**config.mk**
```make
export PLATFORM = sky130hd
export DESIGN_NAME = fcps_core
export DESIGN_NICKNAME = d
export VERILOG_FILES = /design/src/hdl/fcps_pkg.sv /design/src/hdl/fcps_glitch_filter.sv /design/src/hdl/fcps_core.sv
export SDC_FILE = /design/constraint.sdc
export NUM_CORES = 1
export LEC_CHECK = 0
export BUFFER_PORTS_ARGS = -buffer_cell sky130_fd_sc_hd__buf_2
export CORE_ASPECT_RATIO = 1.2
export CORE_MARGIN = 1.5
export CORE_UTILIZATION = 55
export DETAILED_ROUTE_END_ITERATION = 10
export PLACE_DENSITY = 0.93
export SLEW_MARGIN = 15
export SYNTH_ARGS = -nofsm -noshare
export SYNTH_HDL_FRONTEND = slang
export SYNTH_SLANG_ARGS = --single-unit
```
**constraint.sdc**
```tcl
create_clock -name clk -period 7.1 [get_ports clk]
set_clock_uncertainty 0.05 [all_clocks]
set_input_delay 0.355 -clock clk [delete_from_list [all_inputs] [get_ports clk]]
set_output_delay 0.355 -clock clk [all_outputs]
set_load 0.02 [all_outputs]
```
**src/hdl/fcps_pkg.sv**
```systemverilog
// Shared constants and types for the four-channel power sequencer
package fcps_pkg;
   localparam int NCH = 4;
   localparam int CLK_MHZ = 100;
   // Timebase tick, in microseconds, and its length in clock cycles
   localparam int TICK_US = 100;
   localparam int TICK_CYC = TICK_US * CLK_MHZ;
   // Glitch filter window
   localparam int GLITCH_US = 8;
   localparam int GLITCH_CYC = GLITCH_US * CLK_MHZ;
   // Monitor reference code ceiling: 1.0 V in 4 mV steps
   localparam int REF_MV_MAX = 1000;
   localparam int REF_MV_STEP = 4;
   localparam logic [7:0] REF_CODE_MAX = 8'(REF_MV_MAX / REF_MV_STEP);
   // Power-off step delays in microseconds, by select code
   localparam int OFF_DLY_US0 = 1500;
   localparam int OFF_DLY_US1 = 12500;
   localparam int OFF_DLY_US2 = 25000;
   localparam int OFF_DLY_US3 = 50000;
   // Sequence abort periods in milliseconds, by select code
   localparam int ABORT_MS0 = 50;
   localparam int ABORT_MS1 = 100;
   localparam int ABORT_MS2 = 200;
   localparam int TICKS_PER_MS = 1000 / TICK_US;
   // Threshold percentage steps
   localparam int THR_PCT_STEP = 5;
   // Soft-start slew references in volts per second, by select code
   localparam logic [8:0] SLEW_V0 = 9'h190;
   localparam logic [8:0] SLEW_V1 = 9'h0C8;
   localparam logic [8:0] SLEW_V2 = 9'h064;
   localparam logic [8:0] SLEW_V3 = 9'h043;
   localparam logic [8:0] SLEW_V4 = 9'h032;
   localparam logic [8:0] SLEW_V5 = 9'h021;
   localparam logic [8:0] SLEW_V6 = 9'h019;
   localparam logic [8:0] SLEW_V7 = 9'h014;
   // Margin select codes and the last sequence position
   localparam logic [1:0] MARGIN_NOM = 2'h0;
   localparam logic [1:0] MARGIN_HIGH = 2'h1;
   localparam logic [1:0] MARGIN_LOW = 2'h2;
   localparam logic [1:0] LAST_POS = 2'h3;
   // Response to a fault or a battery level
   typedef enum logic [1:0]
   {
      ACT_NONE = 2'b00,
      ACT_FORCE = 2'b01,
      ACT_SEQ = 2'b10
   } fcps_action_e;
   // Sequencer states
   typedef enum logic [2:0]
   {
      ST_OFF = 3'b000,
      ST_ON_SEQ = 3'b001,
      ST_RUN = 3'b010,
      ST_OFF_WAIT = 3'b011,
      ST_OFF_DLY = 3'b100
   } fcps_state_e;
endpackage

```
**src/hdl/fcps_glitch_filter.sv**
```systemverilog
// Per-output UV/OV glitch filter
module fcps_glitch_filter
   import fcps_pkg::*;
#(
   parameter int CYC = GLITCH_CYC
)
(
   input wire logic clk,
   input wire logic rst_n,
   input wire logic mon_en,
   input wire logic long_en,
   input wire logic raw,
   output logic fault
);
   logic [11:0] cnt_reg;
   logic [11:0] cnt_next;
   logic flt_reg;
   logic flt_next;

   // Violation must outlast the window before it counts
   always_comb
   begin
      cnt_next = cnt_reg;
      flt_next = 1'b0;
      if (!mon_en || !raw)
      begin
         cnt_next = '0;
      end
      else if (!long_en)
      begin
         flt_next = 1'b1;
      end
      else if (cnt_reg == 12'(CYC))
      begin
         flt_next = 1'b1;
      end
      else
      begin
         cnt_next = cnt_reg + 12'h001;
      end
   end

   // Filter state
   always_ff @(posedge clk or negedge rst_n)
   begin
      if (!rst_n)
      begin
         cnt_reg <= '0;
         flt_reg <= 1'b0;
      end
      else
      begin
         cnt_reg <= cnt_next;
         flt_reg <= flt_next;
      end
   end

   assign fault = flt_reg;
endmodule

```
**src/hdl/fcps_core.sv**
```systemverilog
// Four-channel power sequencer control core
module fcps_core
   import fcps_pkg::*;
#(
   parameter int TICK_CYCLES = TICK_CYC,
   parameter int FILTER_CYCLES = GLITCH_CYC
)
(
   input wire logic clk,
   input wire logic rst_n,
   input wire logic supply_ok,
   input wire logic cmd_power_on,
   input wire logic cmd_power_off,
   input wire logic cmd_force_off,
   input wire logic power_enable_pin_b,
   input wire logic [3:0] chan_enable,
   input wire logic [3:0] chan_manual,
   input wire logic [7:0] chan_position,
   input wire logic [3:0] chan_up,
   input wire logic [3:0] chan_off,
   input wire logic abort_en,
   input wire logic [1:0] abort_sel,
   input wire logic [1:0] off_delay_sel,
   input wire logic [3:0] uv_raw,
   input wire logic [3:0] ov_raw,
   input wire logic filter_long,
   input wire logic [1:0] fault_action,
   input wire logic fault_healthy_en,
   input wire logic [7:0] uv_thr_sel,
   input wire logic [7:0] ov_thr_sel,
   input wire logic [31:0] ref_code,
   input wire logic below_level_one,
   input wire logic below_level_two,
   input wire logic [1:0] level_one_action,
   input wire logic [1:0] level_two_action,
   input wire logic battery_latch_off,
   input wire logic [2:0] slew_sel,
   input wire logic [3:0] slew_off,
   input wire logic margin_cmd_valid,
   input wire logic [7:0] margin_cmd,
   input wire logic seven_level_en,
   input wire logic seven_level_wr,
   input wire logic [2:0] seven_level_val,
   input wire logic [3:0] chan_at_target,
   output logic [3:0] chan_on,
   output logic [3:0] chan_slew_en,
   output logic [1:0] seq_position,
   output logic healthy_fault,
   output logic battery_fault_flag,
   output logic battery_low_flag,
   output logic [8:0] slew_ref_vps,
   output logic [19:0] thr_pct,
   output logic [31:0] mon_ref_code,
   output logic [7:0] margin_sel,
   output logic [2:0] seven_level_idx,
   output logic margin_done
);
   localparam logic [15:0] OFF_T0 = 16'(OFF_DLY_US0 / TICK_US);
   localparam logic [15:0] OFF_T1 = 16'(OFF_DLY_US1 / TICK_US);
   localparam logic [15:0] OFF_T2 = 16'(OFF_DLY_US2 / TICK_US);
   localparam logic [15:0] OFF_T3 = 16'(OFF_DLY_US3 / TICK_US);
   localparam logic [15:0] ABT_T0 = 16'(ABORT_MS0 * TICKS_PER_MS);
   localparam logic [15:0] ABT_T1 = 16'(ABORT_MS1 * TICKS_PER_MS);
   localparam logic [15:0] ABT_T2 = 16'(ABORT_MS2 * TICKS_PER_MS);

   logic rs1_reg;
   logic rs2_reg;
   logic srst_n;
   logic [15:0] tick_cnt_reg;
   logic tick;
   fcps_state_e state_reg;
   fcps_state_e state_next;
   logic [1:0] pos_reg;
   logic [1:0] pos_next;
   logic [3:0] mask_reg;
   logic [3:0] mask_next;
   logic [15:0] tmr_reg;
   logic [15:0] tmr_next;
   logic [15:0] abt_reg;
   logic [15:0] abt_next;
   logic boff_reg;
   logic boff_next;
   logic hflt_reg;
   logic hflt_next;
   logic pinb_reg;
   logic [3:0] on_reg;
   logic [3:0] on_next;
   logic [3:0] flt;
   logic [3:0] pos_ch;
   logic [15:0] off_ticks;
   logic [15:0] abt_ticks;
   logic flt_any;
   logic abort_exp;
   logic batt_force;
   logic batt_seq;
   logic force_off;
   logic off_req;
   logic active;

   ////////////////////////////////////////////////////////////////////////
   // Reset release and timebase

   // Two-stage release of the asynchronous reset
   always_ff @(posedge clk or negedge rst_n)
   begin
      if (!rst_n)
      begin
         rs1_reg <= 1'b0;
         rs2_reg <= 1'b0;
      end
      else
      begin
         rs1_reg <= 1'b1;
         rs2_reg <= rs1_reg;
      end
   end
   assign srst_n = rs2_reg;

   // Tick divider, held clear under lockout
   always_ff @(posedge clk or negedge srst_n)
   begin
      if (!srst_n)
      begin
         tick_cnt_reg <= '0;
         pinb_reg <= 1'b0;
      end
      else
      begin
         tick_cnt_reg <= (!supply_ok || tick) ? '0 : tick_cnt_reg + 16'h0001;
         pinb_reg <= power_enable_pin_b;
      end
   end
   assign tick = (tick_cnt_reg == 16'(TICK_CYCLES - 1));

   ////////////////////////////////////////////////////////////////////////
   // Output monitors

   // One glitch filter per output, UV and OV merged
   genvar gi;
   generate
      for (gi = 0; gi < NCH; gi++)
      begin : g_mon
         fcps_glitch_filter #(.CYC(FILTER_CYCLES)) u_flt
         (
            .clk(clk),
            .rst_n(srst_n),
            .mon_en(on_reg[gi] && supply_ok),
            .long_en(filter_long),
            .raw(uv_raw[gi] || ov_raw[gi]),
            .fault(flt[gi])
         );
         assign pos_ch[gi] = (chan_position[2*gi+:2] == pos_reg) && !chan_manual[gi];
      end
   endgenerate

   // Delay selection in ticks
   always_comb
   begin
      unique case (off_delay_sel)
         2'h0: off_ticks = OFF_T0;
         2'h1: off_ticks = OFF_T1;
         2'h2: off_ticks = OFF_T2;
         default: off_ticks = OFF_T3;
      endcase
      unique case (abort_sel)
         2'h0: abt_ticks = ABT_T0;
         2'h1: abt_ticks = ABT_T1;
         default: abt_ticks = ABT_T2;
      endcase
   end

   // Shutdown causes
   assign active = (state_reg == ST_ON_SEQ) || (state_reg == ST_RUN);
   assign flt_any = |flt;
   assign abort_exp = abort_en && (state_reg == ST_ON_SEQ) && (abt_reg == abt_ticks);
   assign batt_force = (below_level_one && level_one_action == ACT_FORCE) ||
      (below_level_two && level_two_action == ACT_FORCE);
   assign batt_seq = (below_level_one && level_one_action == ACT_SEQ) ||
      (below_level_two && level_two_action == ACT_SEQ);
   assign force_off = cmd_force_off || abort_exp || batt_force ||
      (flt_any && fault_action == ACT_FORCE);
   assign off_req = cmd_power_off || (power_enable_pin_b && !pinb_reg) || batt_seq ||
      (flt_any && fault_action == ACT_SEQ);

   ////////////////////////////////////////////////////////////////////////
   // Sequencer

   // Next-state logic for positions, timers and channel mask
   always_comb
   begin
      state_next = state_reg;
      pos_next = pos_reg;
      mask_next = mask_reg;
      tmr_next = tmr_reg;
      abt_next = (tick && state_reg == ST_ON_SEQ) ? abt_reg + 16'h0001 : abt_reg;
      boff_next = boff_reg;
      hflt_next = cmd_power_on ? 1'b0 : hflt_reg;
      if (flt_any && fault_healthy_en)
      begin
         hflt_next = 1'b1;
      end
      if (!supply_ok)
      begin
         state_next = ST_OFF;
         pos_next = '0;
         mask_next = '0;
         tmr_next = '0;
         abt_next = '0;
      end
      else if (state_reg != ST_OFF && force_off)
      begin
         state_next = ST_OFF;
         mask_next = '0;
         boff_next = boff_reg || batt_force;
      end
      else
      begin
         unique case (state_reg)
            ST_OFF:
            begin
               if (cmd_power_on || (power_enable_pin_b && !pinb_reg) ||
                  (boff_reg && !battery_latch_off && !below_level_one && !below_level_two))
               begin
                  state_next = ST_ON_SEQ;
                  pos_next = '0;
                  abt_next = '0;
                  boff_next = 1'b0;
               end
            end
            ST_ON_SEQ, ST_RUN:
            begin
               if (off_req)
               begin
                  state_next = ST_OFF_WAIT;
                  pos_next = LAST_POS;
                  boff_next = boff_reg || batt_seq;
               end
               else if (state_reg == ST_RUN)
               begin
                  mask_next = mask_reg & chan_enable;
               end
               else
               begin
                  mask_next = mask_reg | (pos_ch & chan_enable);
                  if ((pos_ch & ~(mask_reg & chan_up)) == 4'h0)
                  begin
                     abt_next = '0;
                     if (pos_reg == LAST_POS)
                     begin
                        state_next = ST_RUN;
                     end
                     else
                     begin
                        pos_next = pos_reg + 2'h1;
                     end
                  end
               end
            end
            ST_OFF_WAIT:
            begin
               mask_next = mask_reg & ~pos_ch;
               if ((pos_ch & ~chan_off) == 4'h0)
               begin
                  tmr_next = '0;
                  state_next = (pos_reg == 2'h0) ? ST_OFF : ST_OFF_DLY;
               end
            end
            ST_OFF_DLY:
            begin
               if (tmr_reg == off_ticks)
               begin
                  state_next = ST_OFF_WAIT;
                  pos_next = pos_reg - 2'h1;
               end
               else if (tick)
               begin
                  tmr_next = tmr_reg + 16'h0001;
               end
            end
         endcase
      end
      // Manual channels follow their enable alone
      on_next = (chan_manual & chan_enable) | (~chan_manual & mask_next);
   end

   // Sequencer registers
   always_ff @(posedge clk or negedge srst_n)
   begin
      if (!srst_n)
      begin
         state_reg <= ST_OFF;
         pos_reg <= '0;
         mask_reg <= '0;
         tmr_reg <= '0;
         abt_reg <= '0;
         boff_reg <= 1'b0;
         hflt_reg <= 1'b0;
         on_reg <= '0;
      end
      else
      begin
         state_reg <= state_next;
         pos_reg <= pos_next;
         mask_reg <= mask_next;
         tmr_reg <= tmr_next;
         abt_reg <= abt_next;
         boff_reg <= boff_next;
         hflt_reg <= hflt_next;
         on_reg <= on_next;
      end
   end

   ////////////////////////////////////////////////////////////////////////
   // Analog settings, battery flags and margining

   logic [3:0] slew_en_next;
   logic [8:0] slew_next;
   logic [19:0] pct_next;
   logic [31:0] ref_next;
   logic [1:0] bflag_next;
   logic [7:0] msel_next;
   logic [2:0] sidx_next;
   logic mbusy_next;
   logic mdone_next;
   logic [3:0] slew_en_reg;
   logic [8:0] slew_reg;
   logic [19:0] pct_reg;
   logic [31:0] ref_reg;
   logic [1:0] bflag_reg;
   logic [7:0] msel_reg;
   logic [2:0] sidx_reg;
   logic mbusy_reg;
   logic mdone_reg;

   // Settings and margin next values
   always_comb
   begin
      slew_en_next = ~slew_off;
      if (state_reg == ST_OFF_WAIT || state_reg == ST_OFF_DLY)
      begin
         slew_en_next = 4'h0;
      end
      unique case (slew_sel)
         3'h0: slew_next = SLEW_V0;
         3'h1: slew_next = SLEW_V1;
         3'h2: slew_next = SLEW_V2;
         3'h3: slew_next = SLEW_V3;
         3'h4: slew_next = SLEW_V4;
         3'h5: slew_next = SLEW_V5;
         3'h6: slew_next = SLEW_V6;
         3'h7: slew_next = SLEW_V7;
      endcase
      for (int c = 0; c < NCH; c++)
      begin
         pct_next[5*c+:5] = 5'(THR_PCT_STEP * (int'(uv_thr_sel[2*c+:2]) + 1));
         ref_next[8*c+:8] = (ref_code[8*c+:8] > REF_CODE_MAX) ?
            REF_CODE_MAX : ref_code[8*c+:8];
      end
      bflag_next = {below_level_two, below_level_one};
      msel_next = msel_reg;
      sidx_next = sidx_reg;
      mbusy_next = mbusy_reg;
      mdone_next = mdone_reg;
      if (mbusy_reg && (&chan_at_target))
      begin
         mbusy_next = 1'b0;
         mdone_next = 1'b1;
      end
      if (margin_cmd_valid)
      begin
         msel_next = margin_cmd;
         mbusy_next = 1'b1;
         mdone_next = 1'b0;
      end
      if (seven_level_en && seven_level_wr)
      begin
         sidx_next = seven_level_val;
         mbusy_next = 1'b1;
         mdone_next = 1'b0;
      end
      if (seven_level_en)
      begin
         msel_next[3:2] = MARGIN_NOM;
      end
   end

   // Settings and margin registers
   always_ff @(posedge clk or negedge srst_n)
   begin
      if (!srst_n)
      begin
         slew_en_reg <= '0;
         slew_reg <= '0;
         pct_reg <= '0;
         ref_reg <= '0;
         bflag_reg <= '0;
         msel_reg <= '0;
         sidx_reg <= '0;
         mbusy_reg <= 1'b0;
         mdone_reg <= 1'b0;
      end
      else
      begin
         slew_en_reg <= slew_en_next;
         slew_reg <= slew_next;
         pct_reg <= pct_next;
         ref_reg <= ref_next;
         bflag_reg <= bflag_next;
         msel_reg <= msel_next;
         sidx_reg <= sidx_next;
         mbusy_reg <= mbusy_next;
         mdone_reg <= mdone_next;
      end
   end

   assign chan_on = on_reg;
   assign chan_slew_en = slew_en_reg;
   assign seq_position = pos_reg;
   assign healthy_fault = hflt_reg;
   assign battery_fault_flag = bflag_reg[0];
   assign battery_low_flag = bflag_reg[1];
   assign slew_ref_vps = slew_reg;
   assign thr_pct = pct_reg;
   assign mon_ref_code = ref_reg;
   assign margin_sel = msel_reg;
   assign seven_level_idx = sidx_reg;
   assign margin_done = mdone_reg;
endmodule

```
# ---- After elaboration in Yosys (flattened, before gate mapping)
# Memories as Yosys holds them, arrays and structs flattened. A register that Yosys moved wholly into a read port is not among the register bits.
# Cells that the tools add are included.
dict set report totals {
  register_bits 189
  latchBits 0
  ram_bits 0
  rom_bits 72
  input_bits 128
  output_inout_bits 86
  memories 1
}
# name words word_bits rd rd_ports_with_merged_regs wr line
set mem_list {}
lappend mem_list {{(no name shown)} 8 9 1 1 0 fcps_core.sv:343} ;# unique case (slew_sel)
dict set report op_classes {
  n_addsub 13
  n_mul 4
  div_mod_pow 0
  magnitude_cmp 4
  n_eq_ne 48
  shift 0
  mux 85
  n_bitwise 15
  reduce_logical 91
}
# op count
set ops {}
lappend ops {{$mux W16} 13}
lappend ops {{$mux W12} 12}
lappend ops {{$pmux W16 S2} 2}
lappend ops {{$add A12 B1 Y12 const B} 4}
lappend ops {{$add A16 B1 Y16 const B} 3}
lappend ops {{$eq A12 B10 Y1 const B} 4}
lappend ops {{$and A4 B4 Y4} 8}
lappend ops {{$eq A16 B16 Y1} 2}
lappend ops {{$gt A8 B8 Y1 const B} 4}
lappend ops {{$mux W8} 4}
lappend ops {{$mux W3} 10}
lappend ops {{$pmux W9 S3} 1}
lappend ops {{$logic_and A1 B1 Y1} 25}
lappend ops {{$mux W4} 6}
lappend ops {{$ne A4 B4 Y1 const B} 6}
lappend ops {{$mux W1} 23}
lappend ops {{$logic_or A1 B1 Y1} 22}
lappend ops {{$pmux W11 S2} 1}
lappend ops {{$ne A3 B3 Y1 const B} 7}
lappend ops {{$mul A3 B3 Y5 const A} 4}
lappend ops {{$not A4 Y4} 5}
lappend ops {{$logic_not A1 Y1} 18}
lappend ops {{$mux W2} 9}
lappend ops {{$eq A16 B14 Y1 const B} 1}
lappend ops {{31 further kinds} 66}

# ---- Depth between registers and ports, before layout
# Gate-level depths: netlist (run 1).
dict set report depth {
  ltp_word 12
  mapped_depth 9
  mapped_depth_nobuf 8
}

# ---- Hierarchy
# From an unflattened synthesis (run 1), not the netlist that was laid out.
dict set report unflattened {
  hier_cells 1002
  area_unflattened_um2 9920.8
}
# module instances cells_each area_per_inst_um2
set modules_own_cells {}
lappend modules_own_cells {fcps_core 1 688 6912.9}
lappend modules_own_cells {{fcps_glitch_filter at g_mon[0].u_flt ...} 3 79 755.7}
lappend modules_own_cells {{fcps_glitch_filter at g_mon[3].u_flt} 1 77 740.7}

# ---- Worst setup path after synthesis (run 1)
# OpenSTA, ideal clock, no wires.
dict set report synth_timing {
  path_type {reg-to-reg}
  startpoint {register pos_reg[1] (netlist: seq_position[1])}
  endpoint {register tmr_reg[14]}
  arrival_time_ns 2.234
  required_time_ns 6.901
  slack_ns 4.667
  path_stages_with_launch 10
  synth_period_minus_slack_ns 2.433
  cell_sequence {dfrtp_1 > buf_4 > xor2_1 > nor4_1 > or4_4 > or2_1 > buf_2 > buf_6 > a211oi_1 > o22ai_1}
}
dict set report synth_via {
  elab_chain_cells 6
  word_cells_on_any_way 12
  cone_classes {eq/ne (5); bitwise (1); reduce/logical (6)}
}
# element line
set synth_rtl {}
lappend synth_rtl {{start: declaration} fcps_core.sv:73} ;# logic [1:0] pos_reg;
lappend synth_rtl {{start signal: assignment} fcps_core.sv:303} ;# pos_reg <= pos_next;
lappend synth_rtl {{$eq A2 B2 Y1} fcps_core.sv:152} ;# assign pos_ch[gi] = (chan_position[2*gi+:2] == pos_reg) && !chan_manual[gi];
lappend synth_rtl {{$logic_and A1 B1 Y1} fcps_core.sv:152}
lappend synth_rtl {{$and A4 B4 Y4 *} fcps_core.sv:262} ;# if ((pos_ch & ~chan_off) == 4'h0)
lappend synth_rtl {{$logic_not A4 Y1 *} fcps_core.sv:262}
lappend synth_rtl {{$ne A3 B3 Y1 (no line) *} --}
lappend synth_rtl {{$reduce_and A5 Y1 (no line) *} --}
lappend synth_rtl {{end signal: assignment} fcps_core.sv:305} ;# tmr_reg <= tmr_next;
lappend synth_rtl {{end: declaration} fcps_core.sv:77} ;# logic [15:0] tmr_reg;
# Mark *: on every way between the ends. The rest lies on a longest branch, timed or not.
# A chain may end at the register's enable or synchronous reset.

# ---- Worst setup path after layout (run 1)
dict set report layout_timing {
  startpoint {register state_reg[0]}
  endpoint {register tmr_reg[2]}
}
dict set report layout_via {
  elab_chain_cells 9
  word_cells_on_any_way 19
  cone_classes {eq/ne (8); mux (3); reduce/logical (8)}
}
# element line
set layout_rtl {}
lappend layout_rtl {{start: declaration} fcps_core.sv:71} ;# fcps_state_e state_reg;
lappend layout_rtl {{start signal: assignment} fcps_core.sv:302} ;# state_reg <= state_next;
lappend layout_rtl {{$eq A3 B1 Y1} fcps_core.sv:175} ;# assign abort_exp = abort_en && (state_reg == ST_ON_SEQ) && (abt_reg == abt_ticks);
lappend layout_rtl {{$logic_and A1 B1 Y1 (2 in a row)} fcps_core.sv:175}
lappend layout_rtl {{$logic_or A1 B1 Y1 (3 in a row)} fcps_core.sv:180} ;# assign force_off = cmd_force_off || abort_exp || batt_force ||
lappend layout_rtl {{$logic_and A1 B1 Y1} fcps_core.sv:210} ;# else if (state_reg != ST_OFF && force_off)
lappend layout_rtl {{$ne A2 B2 Y1 (no line)} --}
lappend layout_rtl {{$reduce_and A5 Y1 (no line)} --}
# Parallel ways exist; a longest one is shown, timed or not. The select of a mux whose other input is x is not followed.

==> metrics.md, run 1 <==
| Metric | Value |
|---|---|
| Post-synth EDFFs | `0` |
| Delay of the slowest critical-path stage | `0.82 ns` |
| First-pass GRT wire length | `35800 um` |
| Final wirelength | `21800 um` |
| Max Cap Violations | `0` |
| Fin crit share | `42.8%` |
| Final ANT Viol Nets | `0` |
| Dpl hpwl | `15200 um` |
| Final global-route overflow total | `0` |
| I/O Pins | `214` |
| Worst Path Buf+Inv | `0` |
| DR WL/cell | `15.9 um` |
| Worst-path cell chain | `or3b_4 -> nor3b_1 -> o2111ai_1 -> nand2_2 -> nand2b_1 -> o32ai_1` |
| Met3 wire len | `1570 um` |
| Synth top area share | `50.3%` |
| Syn nets | `1100` |
| Maximum number of pins on one net before global-route repair | `136` |
| Row count | `52` |
| Mean Syn Cell Area | `10.2 um^2` |
| Worst hold start | `slew_off[1]` |
| Longest Clk Path Bufs | `2` |
| Post-Syn Instances | `946` |
| Worst-Margin Slew | `1.10 ns` |
| Slowest cell on the critical path | `dfrtp_1` |
| Layout cells sized above 1 | `24.8%` |
| Nets | `1295` |
| M1 WL | `8400 um` |
| Max Freq | `0.329 GHz` |
| PD cells | `211 nW/um^2` |
| Worst r2r src | `state_reg[0]` |
| Critical Path AT | `3.29 ns` |
| Critical path peak fanout | `20` |
| Leakage Power | `5.29 nW` |
| Port-buffer cells | `205` |
| Initial antenna violation count | `1` |
| Crit. End Element | `flop` |
| Core outline area | `17000 um^2` |
| TritonCTS Buffers | `17` |
| Relative slew slack | `24.6%` |
| Placer congestion estimate | `0.888` |
| CP delay by family, top | `simple AND/OR/NAND/NOR gates` |
| Initial DRC Count | `447` |
| Peak supply drop | `156 uV` |
| DRC | `0` |
| Final setup TNS | `0 ns` |
| Post-synthesis register bit count | `194` |
| CTS tree | `built` |
| Primary FF master, synth | `dfrtp_1` |
| RSZ-0062 raised after global routing | `false` |
| Synthesized area | `9650 um^2` |
| Register area share after synthesis | `50.3%` |
| Syn. warnings | `0` |
| Yosys cell types | `79` |
| Starting Density | `56.6%` |
| All-Layer GR Usage | `24.7%` |
| TritonRoute pass-1 iters | `7` |
| Highest metal used | `met4` |
| Max-slew violations | `0` |
| Most instantiated cells after synthesis | `dfrtp_1 (194), nor2_1 (112), nand2_1 (84)` |
| Synth area leaders | `dfrtp_1 (50%), xor2_1 (4.5%), nor2_1 (4.4%)` |
| Setup violations, final | `0` |
| Critical Path Source Type | `flop` |
| Placed Area | `10700 um^2` |
| Vias in the first global route | `7761` |
| Met2 wire len | `11100 um` |
| Area grow syn2layout | `19.8%` |
| Synth area leader | `dfrtp_1` |
| Via count | `7786` |
| Final instance area | `11600 um^2` |
| Vias per Instance | `5.68` |
| Worst Setup Path Type | `flop to flop` |
| HP Class | `input port to flop` |
| Max reg flops | `48` |
| Die H | `148 um` |
| DIE AREA | `18400 um^2` |
| Die width | `124 um` |
| Clk_lat worst skew | `0.44 ns` |
| Outcome | `finished, final reports clean` |
| CTS sink cnt | `194` |
| Post-layout minimum cycle time | `3.04 ns` |
| Final core utilization | `67.8%` |
| Final hold violations | `0` |
| Htree depth | `4` |
| N_diodes | `0` |
| Post-synth ARST share | `100%` |
| Root Driver | `clkbuf_16` |
| Worst Setup SP | `state_reg[0]` |
| Critical path data required time | `7.35 ns` |
| Clock Pin Slew Worst Setup and Hold Paths | `0.08 ns` |
| Top-count cell post-synth | `dfrtp_1` |
## final timing paths
path                                              endpoint  slack, ns  cells past startpoint
worst max-delay path                            tmr_reg[2]       4.06                      6
worst min-delay path                       chan_slew_en[1]       0.02                      2
worst max register to register                  tmr_reg[2]       4.06                      6
worst min register to register                     rs2_reg       0.32                      0
max in group asynchronous       g_mon[2].u_flt.cnt_reg[10]       5.51                      1
min in group asynchronous                          rs2_reg       0.17                      2
## cells by family after synthesis
logic type | after synthesis | share of synthesized area (%)
fa+ha+maj | 26 | 3.37
compound gates | 139 | 10.8
other cells | 1 | 0.0389
mux | 20 | 2.26
simple gates | 389 | 21.8
flops | 194 | 50.3
xor+xnor | 74 | 6.87
buf+inv | 103 | 4.56
## per-layer routing
layer  GRT usage, %  vias up
met4           11.6        0
met5              0        -
met3           6.79       54
li1               -     3698
met1           28.3     3735
met2           42.6      299
## stage by stage
step,hold slack [ns],setup WS (ns),instances,power [mW]
after global placement,0.0915,4.21,1312,1.49
after global routing,0.0185,3.85,1370,2.53
after floorplan,0.00941,1.24,946,1.39
final,0.0234,4.06,1370,2.43
after CTS,0.00570,4.12,1370,2.45
after detailed placement,0.0962,4.12,1312,1.51
## layout make-up
class	count	area [um^2]
Clock buffer	17	425
Clock inverter	15	160
Fill cell	1249	5490
Inverter	45	169
Multi-Input combinational cell	649	4360
Sequential cell	194	4860
Tap cell	216	270
Timing Repair Buffer	234	1320
## placed cells by master (no fill, tap or decap), types with 14 or more instances in the layout
master | synthesis | routed
xnor2_1 | 22 | 22
buf_2 | 4 | 205
a21oi_1 | 19 | 19
o22ai_1 | 14 | 14
nand2_1 | 84 | 84
nand3_1 | 31 | 31
xor2_1 | 50 | 50
nand4_1 | 26 | 26
ha_1 | 26 | 26
dfrtp_1 | 194 | 193
o21ai_0 | 18 | 18
a211oi_1 | 17 | 17
inv_1 | 45 | 45
dlygate4sd3_1 | 0 | 26
and3_1 | 22 | 22
nor2_1 | 112 | 112
clkbuf_16 | 0 | 17
## report_power, final
group          switching (mW)  internal [mW]  total, mW
sequential             0.0374           1.14       1.18
clock                   0.466          0.472      0.938
combinational           0.195          0.122      0.316
total                   0.699           1.74       2.43
## timing repair
item                                   CTS  global route
hold buffers                            26             0
setup buffers                            0             0
setup endpoints to repair                0             0
endpoints found under the hold margin   27             0
resized for setup                        0             0
(Power assumes the default switching activity.)
==> inputs of run 2 (changes only) <==
==> constraint.sdc (replaced) <==
create_clock -name clk -period 2.8 [get_ports clk]
set_clock_uncertainty 0.05 [all_clocks]
set_input_delay 0.14 -clock clk [delete_from_list [all_inputs] [get_ports clk]]
set_output_delay 0.14 -clock clk [all_outputs]
set_load 0.02 [all_outputs]
==> metrics.md, run 2 (same netlist as run 1, synthesis figures left out) <==
| Metric | Value |
|---|---|
| Placed Area | `10900 um^2` |
| Slowest cell on the critical path | `dfrtp_1` |
| TritonCTS Buffers | `17` |
| N_diodes | `0` |
| Die width | `124 um` |
| Worst Setup Path Type | `flop to flop` |
| Layout cells sized above 1 | `24.8%` |
| CTS sink cnt | `194` |
| Fill cells | `1116` |
| Relative slew slack | `33.1%` |
| Row count | `52` |
| Final hold violations | `0` |
| Maximum number of pins on one net before global-route repair | `70` |
| Crit. End Element | `flop` |
| Critical Path AT | `2.95 ns` |
| Clock Pin Slew Worst Setup and Hold Paths | `0.08 ns` |
| DIE AREA | `18400 um^2` |
| Critical path data required time | `3.04 ns` |
| Setup violations, final | `0` |
| Worst-Margin Slew | `0.999 ns` |
| Final ANT Viol Nets | `0` |
| Max-slew violations | `0` |
| Post-layout minimum cycle time | `2.71 ns` |
| Final instance area | `12300 um^2` |
| All-Layer GR Usage | `28.5%` |
| DR WL/cell | `17.3 um` |
| Final setup TNS | `0 ns` |
| Critical Path Source Type | `flop` |
| Final wirelength | `25000 um` |
| Clk_lat worst skew | `0.44 ns` |
| Worst Path Buf+Inv | `1` |
| Htree depth | `4` |
| PD cells | `513 nW/um^2` |
| Final global-route overflow total | `0` |
| Root Driver | `clkbuf_16` |
| Die H | `148 um` |
| Placer congestion estimate | `0.925` |
| Vias per Instance | `5.73` |
| RSZ-0062 raised after global routing | `false` |
| TritonRoute pass-1 iters | `7` |
| Initial DRC Count | `610` |
| Initial antenna violation count | `1` |
| Most frequent cells in the layout | `buf_2 (205), dfrtp_1 (192), nor2_1 (112)` |
| Max Freq | `0.369 GHz` |
| Dpl hpwl | `16300 um` |
| CTS tree | `built` |
| Power consumption | `6.31 mW` |
| Max Cap Violations | `0` |
| Via count | `8295` |
| HP Class | `input port to flop` |
| Leakage Power | `5.65 nW` |
| Core outline area | `17000 um^2` |
| Nets | `1373` |
| DRC | `0` |
| Outcome | `finished, final reports clean` |
| Vias in the first global route | `8517` |
| Worst-path cell chain | `xor2_1 -> nor4_1 -> or4_4 -> or2_1 -> buf_4 -> a211oi_1 -> o22ai_1` |
| Fin crit share | `96.9%` |
| Starting Density | `56.6%` |
| Delay of the slowest critical-path stage | `0.58 ns` |
| Area grow syn2layout | `27.6%` |
| First-pass GRT wire length | `40800 um` |
| Peak supply drop | `440 uV` |
| Port-buffer cells | `205` |
| I/O Pins | `214` |
| Commonest non-fill, non-tap cell in the layout | `buf_2` |
| CP delay by family, top | `simple AND/OR/NAND/NOR gates` |
| Max reg flops | `48` |
| Critical path peak fanout | `10` |
| Longest Clk Path Bufs | `2` |
[run 2: cell types whose count changed in the layout (fill, tap and decap cells not counted), sizes merged]
cell / before / now
dlygate4sd3: 26 / 85
inv: 54 / 51
buf: 208 / 227
bufinv: 0 / 1
clkbuf: 17 / 19
[run 2: power by group]
part           internal, mW  switching [mW]  leakage, nW
Combinational         0.384           0.547         2.84
Clock                  1.28            1.13        0.284
Sequential             2.90          0.0752         2.53
[run 2: worst paths after layout]
| check | from | to | slack [ns] | cells after the start |
|---|---|---|---|---|
| setup / recovery | seq_position[0] | tmr_reg[7] | 0.09 | 7 |
| max in group asynchronous | rs2_reg | margin_sel[1] | 1.52 | 1 |
| min in group asynchronous | rs2_reg | g_mon[2].u_flt.cnt_reg[4] | 0.34 | 0 |
| setup reg to reg | seq_position[0] | tmr_reg[7] | 0.09 | 7 |
| hold / removal | cmd_force_off | state_reg[1] | 0.02 | 4 |
| hold reg to reg | rs1_reg | rs2_reg | 0.31 | 0 |
[run 2: metrics by stage]
stage	hold WS (ns)	cells	util, %	setup slack, ns
global route	0.0294	1448	72.3	0.00125
global placement	-0.124	1331	63.8	0.265
floorplan	-0.206	946	-	0.367
CTS	0.000865	1448	72.2	0.163
detailed placement	-0.120	1331	63.8	0.211
finish	0.0247	1448	72.3	0.0880
[run 2: timing repair]
item	4_1_cts	5_1_grt
setup endpoints to repair	0	6
gates resized for setup	0	2
hold buffers	85	0
endpoints found under the hold margin	84	0
buffers inserted	0	0
[run 2: final cells by class]
cell class                 instances  area [um^2]  share of cell area [%]
sequential                       194         4860                    39.5
clock buffer                      19          443                    3.60
multi-input combinational        649         4360                    35.4
tap                              216          270                    2.19
timing repair buffer             312         2080                    16.9
inverter                          45          169                    1.37
clock inverter                    13          140                    1.14
[run 2: tightest hold or removal path: cells and delay by family]
kind | cells | cell delay, ns
buf+inv | 1 | 0.12
simple gates | 2 | 0.13
compound gates | 1 | 0.07
[run 2: per-layer routing]
layer	GRT usage, %	wire [um]	up-vias	part of all wire (%)
met2	50.0	13100	342	53
met3	7.52	1880	60	7.5
met5	0	13	-	0.052
met4	12.2	709	2	2.8
met1	32.4	9280	4051	37
li1	-	-	3840	-
